## src/sac_map.svh

```systemverilog
// timing counts and widths for the conversion and readout block
`ifndef SAC_MAP_SVH
`define SAC_MAP_SVH
// ==========================================================
// widths
`define SAC_RES_BITS      16
`define SAC_FIFO_WIDTH    16
`define SAC_FIFO_DEPTH    16
// ==========================================================
// timing (clock 50 MHz, 20 ns)
`define SAC_CLK_NS        20
`define SAC_CONV_NS       500
`define SAC_CONV_CYC      ((`SAC_CONV_NS + `SAC_CLK_NS - 1) / `SAC_CLK_NS)
`define SAC_CAL_NS        2000
`define SAC_CAL_CYC       ((`SAC_CAL_NS + `SAC_CLK_NS - 1) / `SAC_CLK_NS)
// ==========================================================
// reset values
`define SAC_SDO_RST       1'b0
`endif

```

## src/sac_pkg.sv

```systemverilog
// types shared by the conversion and readout block
package sac_pkg;
    // ======================================================
    // phase of the converter
    typedef enum logic [2:0] {
        SAC_CAL,
        SAC_STANDBY,
        SAC_CONVERT,
        SAC_DONE
    } sac_phase_t;

    // ======================================================
    // one sample as it travels through the buffer
    typedef struct packed {
        logic [15:0] code;
    } sac_sample_t;
endpackage

```

## src/sac_adc.sv

```systemverilog
// conversion control and serial readout of the sar converter
// How it works
// rising edge on conversion_start_pin begins a conversion
// after conversion, start pin low puts result on sdo, back to standby
// host toggles sclk during standby to shift the result out
// power-up runs a self-calibration before any conversion
// recalibrate request at any time runs another self-calibration
// after power-up the block sits in standby (acquisition)
// conversion timed by own clock counter, not by sclk
// result width is a build option of 16, 14 or 12 bits
// readout carries this very conversion's code, no pipeline delay
// conversion short enough for 1 Msps fast or 500 kSPS slow variant
// host link is sclk, sdi and sdo
// result leaves msb first, one bit per sclk cycle
// host waits for conversion end and readout before next start
`include "sac_map.svh"
module sac_adc #(
    parameter int RES_BITS = `SAC_RES_BITS
) (
    // clock and reset
    input  wire logic        clock_i,
    input  wire logic        nrst_i,
    input  wire logic        ce_i,
    // host pins
    input  wire logic        conversion_start_pin_i,
    input  wire logic        sclk_i,
    input  wire logic        sdi_i,
    output logic             sdo_o,
    // analog front end model: digitised input code
    input  wire logic [15:0] sample_code_i,
    // status
    output logic             standby_o,
    output logic             cal_busy_o,
    output logic             sample_ready_o
);
    // ======================================================
    // local state
    localparam int CONV_CYC = `SAC_CONV_CYC;
    localparam int CAL_CYC  = `SAC_CAL_CYC;
    sac_pkg::sac_phase_t   phase;
    sac_pkg::sac_sample_t  held;
    sac_pkg::sac_sample_t  pop_data;
    logic [7:0]            timer;
    logic                  start_prev;
    logic                  sclk_prev;
    logic [15:0]           sdi_shift;
    logic [15:0]           shreg;
    logic [4:0]            bits_left;
    logic                  push_valid;
    logic                  push_ready;
    logic                  pop_valid;
    logic                  pop_ready;
    logic                  start_rise;
    logic                  start_fall_low;
    logic                  sclk_fall;
    logic                  recal_cmd;
    logic [15:0]           masked_code;
    logic                  recal_pend;

    assign start_rise     = conversion_start_pin_i && !start_prev;
    assign start_fall_low = !conversion_start_pin_i;
    assign sclk_fall      = sclk_prev && !sclk_i;
    // recal command word shifted in on sdi; all ones is the chosen code
    assign recal_cmd      = (sdi_shift == 16'hffff);
    // keep only the top RES_BITS of the code, lower bits forced to zero
    assign masked_code = sample_code_i &
        ~(16'hffff >> RES_BITS);

    // ======================================================
    // edge history
    always_ff @(posedge clock_i or negedge nrst_i) begin
        if (!nrst_i) begin
            start_prev <= 1'b0;
            sclk_prev  <= 1'b0;
        end else if (ce_i) begin
            start_prev <= conversion_start_pin_i;
            sclk_prev  <= sclk_i;
        end
    end

    // ======================================================
    // command capture on sdi, sampled on sclk rising edges
    always_ff @(posedge clock_i or negedge nrst_i) begin
        if (!nrst_i) begin
            sdi_shift <= 16'h0000;
        end else if (ce_i) begin
            if (recal_cmd) begin
                sdi_shift <= 16'h0000;
            end else if (sclk_i && !sclk_prev) begin
                sdi_shift <= {sdi_shift[14:0], sdi_i};
            end
        end
    end

    // ======================================================
    // command met outside standby is kept, not lost with the pattern
    always_ff @(posedge clock_i or negedge nrst_i) begin
        if (!nrst_i) begin
            recal_pend <= 1'b0;
        end else if (ce_i) begin
            if (recal_cmd && phase != sac_pkg::SAC_STANDBY) begin
                recal_pend <= 1'b1;
            end else if (phase == sac_pkg::SAC_STANDBY) begin
                recal_pend <= 1'b0;
            end
        end
    end

    // ======================================================
    // phase sequencer; the timer runs on clock_i only
    always_ff @(posedge clock_i or negedge nrst_i) begin
        if (!nrst_i) begin
            phase <= sac_pkg::SAC_CAL;
            timer <= 8'h00;
        end else if (ce_i) begin
            unique case (phase)
                sac_pkg::SAC_CAL: begin
                    if (timer == 8'(CAL_CYC - 1)) begin
                        timer <= 8'h00;
                        phase <= sac_pkg::SAC_STANDBY;
                    end else begin
                        timer <= timer + 8'h01;
                    end
                end
                sac_pkg::SAC_STANDBY: begin
                    if (recal_cmd || recal_pend) begin
                        phase <= sac_pkg::SAC_CAL;
                    end else if (start_rise) begin
                        phase <= sac_pkg::SAC_CONVERT;
                    end
                end
                sac_pkg::SAC_CONVERT: begin
                    // fixed count keeps sclk out of the timing path
                    if (timer == 8'(CONV_CYC - 1)) begin
                        timer <= 8'h00;
                        phase <= sac_pkg::SAC_DONE;
                    end else begin
                        timer <= timer + 8'h01;
                    end
                end
                sac_pkg::SAC_DONE: begin
                    // waits for the host to lower the start pin
                    if (start_fall_low && push_ready) begin
                        phase <= sac_pkg::SAC_STANDBY;
                    end
                end
                default: begin
                    timer <= 8'h00;
                    phase <= sac_pkg::SAC_CAL;
                end
            endcase
        end
    end

    assign push_valid = (phase == sac_pkg::SAC_DONE) && start_fall_low;

    // ======================================================
    // result capture on the last conversion cycle
    always_ff @(posedge clock_i or negedge nrst_i) begin
        if (!nrst_i) begin
            held <= '0;
        end else if (ce_i && phase == sac_pkg::SAC_CONVERT &&
                     timer == 8'(CONV_CYC - 1)) begin
            held.code <= masked_code;
        end
    end

    // ======================================================
    // result buffer between conversion and serial readout
    sac_fifo #(
        .WIDTH (`SAC_FIFO_WIDTH),
        .DEPTH (`SAC_FIFO_DEPTH)
    ) u_fifo (
        .clock_i     (clock_i),
        .nrst_i      (nrst_i),
        .ce_i        (ce_i),
        .in_valid_i  (push_valid),
        .in_ready_o  (push_ready),
        .in_data_i   (held),
        .out_valid_o (pop_valid),
        .out_ready_i (pop_ready),
        .out_data_o  (pop_data)
    );

    // a new word loads only after the previous one is fully out
    assign pop_ready = (bits_left == 5'd0) &&
        (phase == sac_pkg::SAC_STANDBY);

    // ======================================================
    // serial shifter, msb first on sdo
    always_ff @(posedge clock_i or negedge nrst_i) begin
        if (!nrst_i) begin
            shreg     <= 16'h0000;
            bits_left <= 5'd0;
            sdo_o     <= `SAC_SDO_RST;
        end else if (ce_i) begin
            if (pop_valid && pop_ready) begin
                shreg     <= {pop_data.code[14:0], 1'b0};
                sdo_o     <= pop_data.code[15];
                bits_left <= 5'(RES_BITS);
            end else if (sclk_fall && bits_left != 5'd0 &&
                         phase == sac_pkg::SAC_STANDBY) begin
                sdo_o     <= shreg[15];
                shreg     <= {shreg[14:0], 1'b0};
                bits_left <= bits_left - 5'd1;
            end
        end
    end

    // ======================================================
    // status outputs
    always_ff @(posedge clock_i or negedge nrst_i) begin
        if (!nrst_i) begin
            standby_o      <= 1'b0;
            cal_busy_o     <= 1'b1;
            sample_ready_o <= 1'b0;
        end else if (ce_i) begin
            standby_o      <= (phase == sac_pkg::SAC_STANDBY);
            cal_busy_o     <= (phase == sac_pkg::SAC_CAL);
            sample_ready_o <= (bits_left != 5'd0);
        end
    end
endmodule

```

## src/sac_fifo.sv

```systemverilog
// small flop-based fifo with valid and ready on both sides
module sac_fifo #(
    parameter int WIDTH = 16,
    parameter int DEPTH = 16
) (
    // clock and reset
    input  wire logic             clock_i,
    input  wire logic             nrst_i,
    input  wire logic             ce_i,
    // write side
    input  wire logic             in_valid_i,
    output logic                  in_ready_o,
    input  wire logic [WIDTH-1:0] in_data_i,
    // read side
    output logic                  out_valid_o,
    input  wire logic             out_ready_i,
    output logic      [WIDTH-1:0] out_data_o
);
    localparam int AW = $clog2(DEPTH);
    logic [WIDTH-1:0] mem [DEPTH];
    logic [AW-1:0]    wr_ptr;
    logic [AW-1:0]    rd_ptr;
    logic [AW:0]      count;
    logic             push;
    logic             pop;

    assign in_ready_o  = (count != (AW+1)'(DEPTH));
    assign out_valid_o = (count != '0);
    assign out_data_o  = mem[rd_ptr];
    assign push = ce_i && in_valid_i && in_ready_o;
    assign pop  = ce_i && out_valid_o && out_ready_i;

    always_ff @(posedge clock_i) begin
        if (push) begin
            mem[wr_ptr] <= in_data_i;
        end
    end

    always_ff @(posedge clock_i or negedge nrst_i) begin
        if (!nrst_i) begin
            wr_ptr <= '0;
            rd_ptr <= '0;
            count  <= '0;
        end else begin
            if (push) begin
                wr_ptr <= wr_ptr + 1'b1;
            end
            if (pop) begin
                rd_ptr <= rd_ptr + 1'b1;
            end
            if (push && !pop) begin
                count <= count + 1'b1;
            end else if (pop && !push) begin
                count <= count - 1'b1;
            end
        end
    end
endmodule

```

## config.mk

```make
export PLATFORM = sky130hd
export DESIGN_NAME = sac_adc
export DESIGN_NICKNAME = d
export VERILOG_FILES = /design/src/sac_pkg.sv /design/src/sac_adc.sv /design/src/sac_fifo.sv
export VERILOG_INCLUDE_DIRS = /design/src
export SDC_FILE = /design/constraint.sdc
export NUM_CORES = 1
export LEC_CHECK = 0
export BUFFER_PORTS_ARGS = -buffer_cell sky130_fd_sc_hd__clkbuf_2
export CAP_MARGIN = 25
export CORE_ASPECT_RATIO = 0.6
export CORE_UTILIZATION = 34
export DETAILED_ROUTE_END_ITERATION = 16
export HOLD_SLACK_MARGIN = 0.02
export SYNTH_ARGS = -nofsm -noshare
export SYNTH_HDL_FRONTEND = slang
export SYNTH_SLANG_ARGS = --single-unit
```

## constraint.sdc

```tcl
create_clock -name clock_i -period 7 [get_ports clock_i]
set_input_delay 1.4 -clock clock_i [delete_from_list [all_inputs] [get_ports clock_i]]
set_output_delay 1.4 -clock clock_i [all_outputs]
set_load 0.03 [all_outputs]
```

==> results of run 1 <==
[cell families (layout without fill, tap and decap cells)]
kind of cell / count (synthesis) / after routing / synth area share
AO/OA/AOI/OAI: 129 / 129 / 0.06232
other: 0 / 2 / 0
AND/OR/NAND/NOR: 100 / 100 / 0.04123
flip-flops: 338 / 338 / 0.7263
adder cells (fa/ha/maj): 14 / 14 / 0.01362
XOR/XNOR: 13 / 13 / 0.008490
buffers and inverters: 54 / 111 / 0.01931
multiplexers: 86 / 86 / 0.1287
[metal layers]
layer | global-route usage | vias to the layer above | routed length (microns)
met5 | 0 | - | 0
met4 | 0.02761 | 0 | 459
met3 | 0.04045 | 36 | 2767
met2 | 0.1928 | 231 | 11450
met1 | 0.2533 | 3555 | 15240
li1 | - | 2995 | -
[sequential cells by signal, summed over array words and instances, names as in the netlist]
| signal | cells |
|---|---|
| sample_ready_o | 1 |
| u_fifo.mem | 256 |
| sdo_o | 1 |
| sclk_prev | 1 |
| shreg | 15 |
| cal_busy_o | 1 |
| u_fifo.wr_ptr | 4 |
| timer | 8 |
| standby_o | 1 |
| held | 16 |
| u_fifo.rd_ptr | 4 |
| u_fifo.count | 5 |
| sdi_shift | 16 |
| recal_pend | 1 |
| phase | 2 |
| bits_left | 5 |
| start_prev | 1 |
[where the power goes]
part / switching (W) / leakage [nW] / total (W) / internal (W)
Clock: 0.000725 / 0.496 / 0.00170 / 0.000977
Sequential: 0.000215 / 3.25 / 0.00254 / 0.00232
Combinational: 0.000601 / 1.38 / 0.00110 / 0.000496
Total: 0.00154 / 5.13 / 0.00534 / 0.00380
[final cells by class]
class	instances	area, sq um	share of cell area
inverter	16	60.06	0.003959
antenna	2	5.005	0.0003299
clock buffer	43	870.8	0.05740
sequential	338	9746	0.6424
multi-input combinational	342	3442	0.2269
tap	513	641.9	0.04231
clock inverter	13	152.6	0.01006
timing repair buffer	39	252.7	0.01666
[worst max path at each step]
stage	end	slack (ps)
after global placement	u_fifo.count[4]	2830
final	u_fifo.count[4]	3330
after global routing	u_fifo.count[4]	3120
after floorplan	u_fifo.mem[4][0]	3340
after CTS	u_fifo.count[4]	3350
after detailed placement	u_fifo.count[4]	2780
[cells in the mapped netlist, types with 3 or more instances]
cell / number / area share
a22oi_1: 32 / 0.018
buf_4: 5 / 0.0028
clkbuf_1: 15 / 0.0042
o21ai_0: 8 / 0.0030
ha_1: 13 / 0.012
buf_2: 12 / 0.0045
a22o_1: 22 / 0.014
a21oi_1: 51 / 0.019
and2_1: 11 / 0.0051
inv_1: 16 / 0.0045
o21ai_1: 4 / 0.0015
nor2b_1: 9 / 0.0042
nand4_1: 7 / 0.0033
and3_1: 4 / 0.0019
edfxtp_1: 256 / 0.57
nor3_1: 7 / 0.0026
o22ai_1: 3 / 0.0014
nor4_1: 3 / 0.0014
mux2_2: 11 / 0.0092
xor2_1: 5 / 0.0033
xnor2_1: 8 / 0.0052
mux4_2: 64 / 0.11
buf_6: 3 / 0.0025
mux2_4: 10 / 0.011
nand2_1: 15 / 0.0042
buf_1: 3 / 0.00084
dfrtp_1: 81 / 0.15
nor2_1: 29 / 0.0081
[stage by stage]
step	hold WS, ps	power (W)	utilization	cells
global placement	487.3	0.003651	0.3681	1243
floorplan	466.4	0.003293	-	734
global route	534.7	0.005574	0.3964	1304
detailed placement	497.7	0.003669	0.3685	1245
CTS	507.1	0.005367	0.3953	1301
finish	504.8	0.005339	0.3965	1306
==> impl_results.md, run 1 <==
* Status: completed
* Grt total ovfl at 0
* Unique cell type count in the Yosys netlist at 50
* Initial DRC count at 826
* CTS buffer count at 30
* CTS Sinks at 338
* Final Hold Violating Endpoints at 0
* Clock root buffer: clkbuf_16
* Max Buffers Root-to-Sink at 3
* Core Area at 38260 sq um
* Chip width at 258.4 microns
* Final setup viols at 0
* CP cell instances: clkbuf_2 > nand2_1 > a211oi_1 > and2_1 > ha_1 > inv_1 > fa_1 > a21o_1 > a21oi_1 > xnor2_1 > nor2_1 > xor2_1
* Sequential area share after synthesis at 0.7263
* Post-CTS sizing at 0
* DIE HEIGHT at 155.8 microns
* CP max FO at 15
* Worst Hold Path Cells at 1
* Initial Util at 0.3505
* Vias at 6817
* Port Buf Inserts at 25
* Share of post-route cells with drive strength above 1 at 0.2364
* Pre-CTS setup slack at 2783 ps
* Critical Path Source Type: primary input
* CP top delay family: adder cells
* Avg WL per Cell at 22.90 microns
* Most common cell after layout, fill and taps aside: edfxtp_1
* Crit path capture type: flop
* First-pass GRT wire length at 44660 microns
* I/O pin total at 26
* EDFF count, synth at 256
* CTS H-Tree Depth at 1
* Number of max-cap violations at 0
* Maximum vdd drop at 194.6 uV
* Synthesized Nets at 770
* GRT Total Usage at 0.1521
* Slew Limit Fails at 0
* Flops & latches, synth at 338
* Setup Skew at 12.40 ps
* Reg clk slew, reported paths at 70 ps
* Detail Route Antenna Nets at 0
* Post-route cell area at 15170 sq um
* Placer Congestion at 0.8056
* Tcrit/Tclk final at 0.5240
* Main synth FF type: edfxtp_1
* Reg2Reg Depth at 14
* Leakage at 5.128 nW
* DR DRC count at 0
* Largest net degree at the start of global routing at 68
* CTS tree: built
* Pwr dens at 351.9 nW/um^2
* Cells after Synth at 734
* Slowest-stage cell, CP: fa_1
* Arr. time, crit path at 4110 ps
* Nets at 803
* Clock latency on the worst-skew pair at 560 ps
* Setup bufs post-CTS at 0
* Fmax at 0.2726 GHz
* Synth warn at 0
* 1st-pass router iterations at 7
* Crit path launch: ce_i
* Worst Setup Path Type: primary input to flop
* Min-delay src: timer[7]
* Die ar. at 40270 sq um
* Headroom to the max-slew limit at 0.3162
* Vias per cell at 5.220
* HPWL after DPL at 19070 microns
* Syn avg cell area at 18.27 sq um
* Placed Area at 14100 sq um
* FF-to-FF setup slack at 3790 ps
* RR Startpoint: bits_left[0]
* Ys async rst share at 0.2426
* CP Buf/Inv Count at 2
* FILL cells at 3481
* Unrepaired setup endpoints after global routing: false
* Worst Hold End: timer[7]
* Vias in the first global route at 6586
* Layout Area Growth over Synthesis at 13.12%
* Tmin final at 3668 ps
* Antenna violations before repair at 0
* Reg-to-reg critical path endpoint: u_fifo.count[4]
* WP depth at 12
* Setup_tns at 0 ps
* CP required at 7450 ps
* Critical Path Max Stage Delay at 480 ps
* Most frequent cells in the layout: edfxtp_1 (256), dfrtp_1 (79), mux4_2 (64), a21oi_1 (51), a22oi_1 (32)
* Routed Wire Length at 29910 microns
* Setup ws final at 3332 ps
* CTS Hold Buffers Added at 0
* Worst-margin pin slew at 1026 ps
* Synthesized area at 13410 sq um
* Hold WC Path Type: flop to flop
* Row Count at 55
No activity file was read; power rests on OpenSTA's default activity.
==> run 2: changes to the inputs <==
--- a/config.mk
+++ b/config.mk
@@ -6,6 +6,7 @@
 export SDC_FILE = /design/constraint.sdc
 export NUM_CORES = 1
 export LEC_CHECK = 0
+export ABC_AREA = 1
 export BUFFER_PORTS_ARGS = -buffer_cell sky130_fd_sc_hd__clkbuf_2
 export CAP_MARGIN = 25
 export CORE_ASPECT_RATIO = 0.6
==> constraint.sdc (replaced) <==
create_clock -name clock_i -period 3.2 [get_ports clock_i]
set_input_delay 0.64 -clock clock_i [delete_from_list [all_inputs] [get_ports clock_i]]
set_output_delay 0.64 -clock clock_i [all_outputs]
set_load 0.03 [all_outputs]
==> run 2 against run 1 <==
Combinational power grew to 3.1 times the previous value. Setup slack lost 2800 ps. Die area grew 10%. Final cell count grew 64%. Area after synthesis grew 11%. Via count grew 48%. Global-route usage grew 0.90 points. Utilization shrank 0.060 points. Design area grew 11%. Worst hold slack lost 380 ps. Critical endpoint unchanged. Largest cell class unchanged.
==> impl_results.md, run 2 <==
* Status: completed
* Synthesized Nets at 1548 (+100%)
* Logic pwr share at 0.268 (+0.062)
* Unique cell type count in the Yosys netlist at 35 (-30%)
* Headroom to the max-slew limit at 0.4118 (+0.09557)
* CP max FO at 8 (-7)
* Vias at 10070 (+48%)
* Main synth FF type: edfxtp_1
* CTS Hold Buffers Added at 0 (unchanged)
* Synth top area cells: edfxtp_1 (52%), nand2_1 (14%), dfrtp_1 (14%), nand3_1 (7.4%), inv_1 (4.8%)
* Post-route cell area at 16810 sq um (+11%)
* Reg power frac at 0.419 (-0.057)
* Setup_tns at 0 ps (unchanged)
* CP required at 3680 ps (-3770 ps)
* Placed Area at 15700 sq um (+11%)
* Chip width at 271.6 microns (+5.1%)
* Most common cell in the synthesized netlist: nand2_1
* CP top delay family: adder cells
* CTS buffer count at 31 (+3.3%)
* Critical Path Max Stage Delay at 390 ps (-90 ps)
* Most common cell after layout, fill and taps aside: nand2_1
* DR DRC count at 0 (unchanged)
* Avg WL per Cell at 16.59 microns (-28%)
* Ys async rst share at 0.2426 (unchanged)
* Arr. time, crit path at 3150 ps (-960 ps)
* Max Buffers Root-to-Sink at 3 (unchanged)
* Share of the synthesized area in the top cell type at 0.5184 (-0.05475)
* Grt total ovfl at 0 (unchanged)
* Most used cell, CP: ha_1
* GRT Total Usage at 0.1611 (+0.008950)
* FILL cells at 4130 (+19%)
* WP depth at 14 (+2)
* Post-CTS sizing at 0 (unchanged)
* Net switching power at 0.004388 W (+180%)
* Initial DRC count at 1018 (+23%)
* Synthesized area at 14830 sq um (+11%)
* EDFF count, synth at 256 (unchanged)
* Cells after Synth at 1512 (+110%)
* Worst Setup Path Type: flop to flop
* Most frequent cells in the layout: nand2_1 (553), edfxtp_1 (256), nand3_1 (220), inv_1 (188), dfrtp_1 (79)
* Top post-synthesis cells by count: nand2_1 (553), edfxtp_1 (256), nand3_1 (220)
* Hold WC Path Type: primary input to asynchronous set/reset pin
* Row Count at 58 (+5.5%)
* Initial Util at 0.3493 (-0.001245)
* Vias in the first global route at 9589 (+46%)
* Fmax at 0.3746 GHz
* FF-to-FF setup slack at 530 ps (-3260 ps)
* Number of cells after detailed placement at 2077 (+67%)
* Critical Path Source Type: flop
* DIE HEIGHT at 163.8 microns (+5.1%)
* Final setup viols at 0 (unchanged)
* I/O pin total at 26 (unchanged)
* Setup Skew at 20.90 ps (+8.502 ps)
* Hold_ws at 128.1 ps (-376.7 ps)
* Reg2Reg Depth at 14 (unchanged)
* Port Buf Inserts at 25 (unchanged)
* Worst-margin pin slew at 882.4 ps (-143.4 ps)
* Internal power at 0.008261 W (+120%)
* RR Startpoint: bits_left[0]
* Sequential area share after synthesis at 0.6569 (-0.06937)
* Nets at 1576 (+96%)
* Biggest registers after layout: u_fifo.mem: 256 flops, held: 16 flops, sdi_shift: 16 flops
* HPWL after DPL at 22070 microns (+16%)
* Leakage at 7.457 nW (+45%)
* Final Hold Violating Endpoints at 0 (unchanged)
* Tcrit/Tclk final at 0.8341
* Slowest-stage cell, CP: dfrtp_1
* Placer Congestion at 0.8070 (+0.17%)
* Share of post-route cells with drive strength above 1 at 0.09521 (-0.1412)
* Die ar. at 44480 sq um (+10%)
* Reg clk slew, reported paths at 70 ps (about the same)
* 1st-pass router iterations at 5 (-2)
* Finished Layout Cells at 2137 (+64%)
* Clock latency on the worst-skew pair at 590 ps (+30 ps)
* Antenna violations before repair at 0 (unchanged)
* Pwr dens at 752.5 nW/um^2 (+110%)
* Detail Route Antenna Nets at 0 (unchanged)
* Vias per cell at 4.713 (-9.7%)
* Crit path capture type: flop
* Synth warn at 0 (unchanged)
* Max reg flops at 256 (unchanged)
* Syn avg cell area at 9.807 sq um (-46%)
* CTS tree: built
* Setup bufs post-CTS at 0 (unchanged)
* Biggest register: u_fifo.mem
* Slew Limit Fails at 0 (unchanged)
* Sw Share at 0.3469 (+0.05825)
* Number of max-cap violations at 0 (unchanged)
* Core Area at 42450 sq um (+11%)
* Tmin final at 2669 ps
* Reg-to-reg critical path endpoint: u_fifo.count[4]
* CTS H-Tree Depth at 1 (unchanged)
* Unrepaired setup endpoints after global routing: false
* Layout Area Growth over Synthesis at 13.35%
* Yosys top cell by area: edfxtp_1
* CP Buf/Inv Count at 3 (+1)
* Maximum vdd drop at 442.3 uV (+130%)
* CTS Sinks at 338 (unchanged)
* Routed Wire Length at 35450 microns (+19%)
* First-pass GRT wire length at 55400 microns (+24%)
* Largest net degree at the start of global routing at 81 (+19%)
* Clock power share at 0.314 (-0.005)
* Flops & latches, synth at 338 (unchanged)
* Clock root buffer: clkbuf_16
* CP cell instances: inv_1 > ha_1 > nand3_1 > inv_2 > nand3_4 > ha_1 > inv_1 > ha_1 > a21oi_1 > o21bai_1 > a21oi_1 > o21ai_0 > nand2_1 > nand2_1
==> run 2: through the flow <==
stage                     utilization  total power (W)  worst slack, ps
after global placement         0.3699         0.008687            261.0
final                          0.3959          0.01265            530.8
after detailed placement       0.3699         0.008739            225.1
after CTS                      0.3958          0.01272            525.3
after floorplan                     -         0.007630            502.4
after global routing           0.3958          0.01330            325.5
==> run 2: cell type report <==
| cell class | count | area [sq um] | share of cell area |
|---|---|---|---|
| sequential | 338 | 9746 | 0.5798 |
| inverter | 210 | 789.5 | 0.04697 |
| tap | 570 | 713.2 | 0.04243 |
| timing repair buffer | 60 | 427.9 | 0.02546 |
| antenna | 2 | 5.005 | 0.0002978 |
| clock buffer | 40 | 914.6 | 0.05442 |
| multi-input combinational | 899 | 4025 | 0.2395 |
| clock inverter | 18 | 186.4 | 0.01109 |
==> run 2: power by group through the flow <==
stage / logic [W] / registers [W] / clock network (W)
finish: 0.00339 / 0.00529 / 0.00397
global route: 0.00376 / 0.00534 / 0.00420
CTS: 0.00337 / 0.00529 / 0.00405
detailed placement: 0.00336 / 0.00538 / 0
global placement: 0.00332 / 0.00537 / 0
floorplan: 0.00231 / 0.00532 / 0
==> run 2: worst max-delay path by stage <==
stage	start	endpoint	slack, ps
after CTS	bits_left[0]	u_fifo.count[4]	530
after detailed placement	ce_i	u_fifo.count[4]	230
final	bits_left[0]	u_fifo.count[4]	530
after floorplan	ce_i	u_fifo.count[4]	500
after global placement	ce_i	u_fifo.count[4]	260
after global routing	bits_left[0]	u_fifo.count[4]	330
==> run 2: cells by family after synthesis <==
| group | synth area share |
|---|---|
| XOR/XNOR | 0.005907 |
| buffers and inverters | 0.07434 |
| adder cells (fa/ha/maj) | 0.01232 |
| flip-flops | 0.6569 |
| AND/OR/NAND/NOR | 0.2347 |
| AO/OA/AOI/OAI | 0.01578 |
==> run 2: per-layer routing <==
metal | up-vias | wire (microns) | GRT usage
met1 | 4827 | 18330 | 0.2532
met4 | 0 | 430 | 0.02477
met2 | 277 | 14200 | 0.2259
li1 | 4937 | - | -
met5 | - | 0 | 0
met3 | 31 | 2492 | 0.03699
==> run 3: changes to the inputs <==
--- a/config.mk
+++ b/config.mk
@@ -6,7 +6,7 @@
 export SDC_FILE = /design/constraint.sdc
 export NUM_CORES = 1
 export LEC_CHECK = 0
-export ABC_AREA = 1
+export ABC_AREA = 0
 export BUFFER_PORTS_ARGS = -buffer_cell sky130_fd_sc_hd__clkbuf_2
 export CAP_MARGIN = 25
 export CORE_ASPECT_RATIO = 0.6
==> constraint.sdc (replaced) <==
create_clock -name clock_i -period 2.6 [get_ports clock_i]
set_input_delay 0.52 -clock clock_i [delete_from_list [all_inputs] [get_ports clock_i]]
set_output_delay 0.52 -clock clock_i [all_outputs]
set_load 0.03 [all_outputs]
==> run 3 against run 2 <==
The run now ends with negative setup slack left. Setup slack worse by 530 ps. Clock power is 20% higher. Sequential share of layout area is 3.7 points higher. Critical path type unchanged. Largest cell class unchanged.
==> impl_results.md, run 3 (synthesized netlist as in run 1, its figures left out) <==
* Final Hold Violating Endpoints at 0 (unchanged)
* Hold WC Path Type: primary input to flop
* Layout Area Growth over Synthesis at 17.89%
* Reg2Reg Depth at 12 (-2)
* Die ar. at 40270 sq um (-9.5%)
* Routed Wire Length at 28150 microns (-21%)
* Unrepaired setup endpoints after global routing: true
* Clock latency on the worst-skew pair at 560 ps (-30 ps)
* CP top delay family: simple AND/OR/NAND/NOR gates
* Clock root buffer: clkbuf_16
* Post-route cell area at 15810 sq um (-5.9%)
* Headroom to the max-slew limit at 0.6184 (+0.2066)
* Biggest registers after layout: u_fifo.mem: 256 flops, held: 16 flops, sdi_shift: 16 flops
* WP depth at 12 (-2)
* Core Area at 38260 sq um (-9.9%)
* Chip width at 258.4 microns (-4.9%)
* Worst Setup Path Type: flop to flop
* Net switching power at 0.003924 W (-11%)
* Tcrit/Tclk final at 1.000 (+0.1663)
* Sw Share at 0.2683 (-0.07856)
* Row Count at 55 (-5.2%)
* Worst-margin pin slew at 567.7 ps (-314.6 ps)
* Vias in the first global route at 6977 (-27%)
* Failing checks: negative setup slack
* Number of cells after detailed placement at 1295 (-38%)
* Setup Skew at 12.14 ps (-8.762 ps)
* Number of max-cap violations at 0 (unchanged)
* Crit path capture type: flop
* Critical Path Max Stage Delay at 530 ps (+140 ps)
* Logic pwr share at 0.214 (-0.054)
* Placed Area at 14700 sq um (-6.4%)
* Critical Path Source Type: flop
* HPWL after DPL at 17890 microns (-19%)
* Slowest-stage cell, CP: or4_4
* Reg clk slew, reported paths at 70 ps (about the same)
* Most used cell, CP: inv_4
* Status: complete, but fails checks
* Initial Util at 0.3505 (+0.001245)
* Antenna violations before repair at 0 (unchanged)
* Tmin final at 2601 ps (-67.99 ps)
* Vias per cell at 5.151 (+9.3%)
* CP cell instances: or4_4 > o21a_1 > and2_4 > inv_4 > ha_4 > inv_4 > fa_2 > a21o_1 > a21oi_2 > xnor2_1 > nor2_1 > xor2_1
* I/O pin total at 26 (unchanged)
* CP max FO at 4 (-4)
* Finished Layout Cells at 1354 (-37%)
* Initial DRC count at 688 (-32%)
* Clock power share at 0.325 (+0.011)
* Most common cell after layout, fill and taps aside: edfxtp_1
* Internal power at 0.01070 W (+30%)
* Vias at 6975 (-31%)
* Fmax at 0.3844 GHz (+2.6%)
* Nets at 853 (-46%)
* Placer Congestion at 0.7552 (-6.4%)
* Maximum vdd drop at 472.1 uV (+6.7%)
* CP required at 3050 ps (-630 ps)
* DIE HEIGHT at 155.8 microns (-4.8%)
* Slew Limit Fails at 0 (unchanged)
* Biggest register: u_fifo.mem
* Max Buffers Root-to-Sink at 3 (unchanged)
* GRT Total Usage at 0.1437 (-0.01738)
* Worst Hold Path Cells at 2
* Final setup viols at 1 (+1)
* Setup ws final at -1.217 ps (-532.0 ps)
* CTS tree: built
* Reg power frac at 0.461 (+0.042)
* 1st-pass router iterations at 6 (+1)
* First-pass GRT wire length at 43430 microns (-22%)
* Share of post-route cells with drive strength above 1 at 0.2937 (+0.1985)
* Most frequent cells in the layout: edfxtp_1 (256), dfrtp_1 (79), mux4_2 (64), a21oi_1 (49), buf_4 (49)
* Arr. time, crit path at 3050 ps (-100 ps)
* CP Buf/Inv Count at 2 (-1)
* Largest net degree at the start of global routing at 76 (-6.2%)
* DR DRC count at 0 (unchanged)
* Avg WL per Cell at 20.79 microns (+25%)
* Leakage at 5.464 nW (-27%)
* Grt total ovfl at 0 (unchanged)
* Max reg flops at 256 (unchanged)
* Port Buf Inserts at 25 (unchanged)
* CTS buffer count at 30 (-3.2%)
* CTS H-Tree Depth at 1 (unchanged)
* Detail Route Antenna Nets at 0 (unchanged)
* FILL cells at 3421 (-17%)
* CTS Sinks at 338 (unchanged)
* N_diodes at 0 (-2)
* Total power at 0.01462 W (+16%)
* Pwr dens at 924.8 nW/um^2 (+23%)
## run 3: per-layer routing
| metal | track usage | vias up | routed length [microns] |
|---|---|---|---|
| li1 | - | 3093 | - |
| met1 | 0.2355 | 3677 | 14610 |
| met2 | 0.1947 | 175 | 11500 |
| met3 | 0.02794 | 30 | 1651 |
| met4 | 0.02592 | 0 | 389 |
| met5 | 0 | - | 0 |
## run 3: path summary, 6_finish.rpt
kind	start	to	slack [ps]
min in group asynchronous	nrst_i	held[10]	330
setup / recovery	u_fifo.count[1]	u_fifo.count[4]	-1
hold reg to reg	sdi_shift[15]	sdi_shift[15]	520
setup reg to reg	u_fifo.count[1]	u_fifo.count[4]	-1
max in group asynchronous	nrst_i	u_fifo.rd_ptr[0]	1600
hold / removal	sdi_i	sdi_shift[0]	180
## run 3: cell type report
type / instances / area [sq um] / share of cell area
repair buffers: 89 / 798.3 / 0.05049
inverters: 16 / 65.06 / 0.004115
flip-flops and latches: 338 / 9746 / 0.6164
multi-input cells: 342 / 3498 / 0.2213
clock buffers: 37 / 808.3 / 0.05112
well taps: 513 / 641.9 / 0.04060
clock inverters: 19 / 254.0 / 0.01606
## run 3: what timing repair did
item | 4_1_cts | 5_1_grt
buffers inserted | 1 | 1
hold buffers | 1 | 0
endpoints found under the hold margin | 7 | 0
endpoints found under the setup margin | 1 | 2
pin swaps | 4 | 2
resized for setup | 2 | 4
cloned | 0 | 0
## run 3: power by group through the flow
stage | logic (W) | clock network, W | registers, W
finish | 0.00313 | 0.00475 | 0.00675
global route | 0.00345 | 0.00507 | 0.00681
CTS | 0.00314 | 0.00487 | 0.00674
detailed placement | 0.00310 | 0 | 0.00684
global placement | 0.00306 | 0 | 0.00683
floorplan | 0.00223 | 0 | 0.00668
## run 3: per-stage QoR
stage,TNS [ps],hold slack [ps],utilization,setup WS (ps)
finish,-1.217,184.4,0.4132,-1.217
global route,-91.82,166.2,0.4132,-91.82
CTS,-39.69,164.6,0.4126,-39.69
detailed placement,-106.3,371.2,0.3842,-106.3
global placement,-69.84,369.3,0.3840,-69.84
floorplan,-13300,224.4,-,-205.0
## run 3: worst register-to-register path, cell delays in order (launching register included)
cell and delay [ps]:
dfrtp_1 380, or4_4 530, o21a_1 200, and2_4 170, inv_4 50, ha_4 140
inv_4 50, fa_2 340, a21o_1 170, a21oi_2 120, xnor2_1 130, nor2_1 70
xor2_1 130
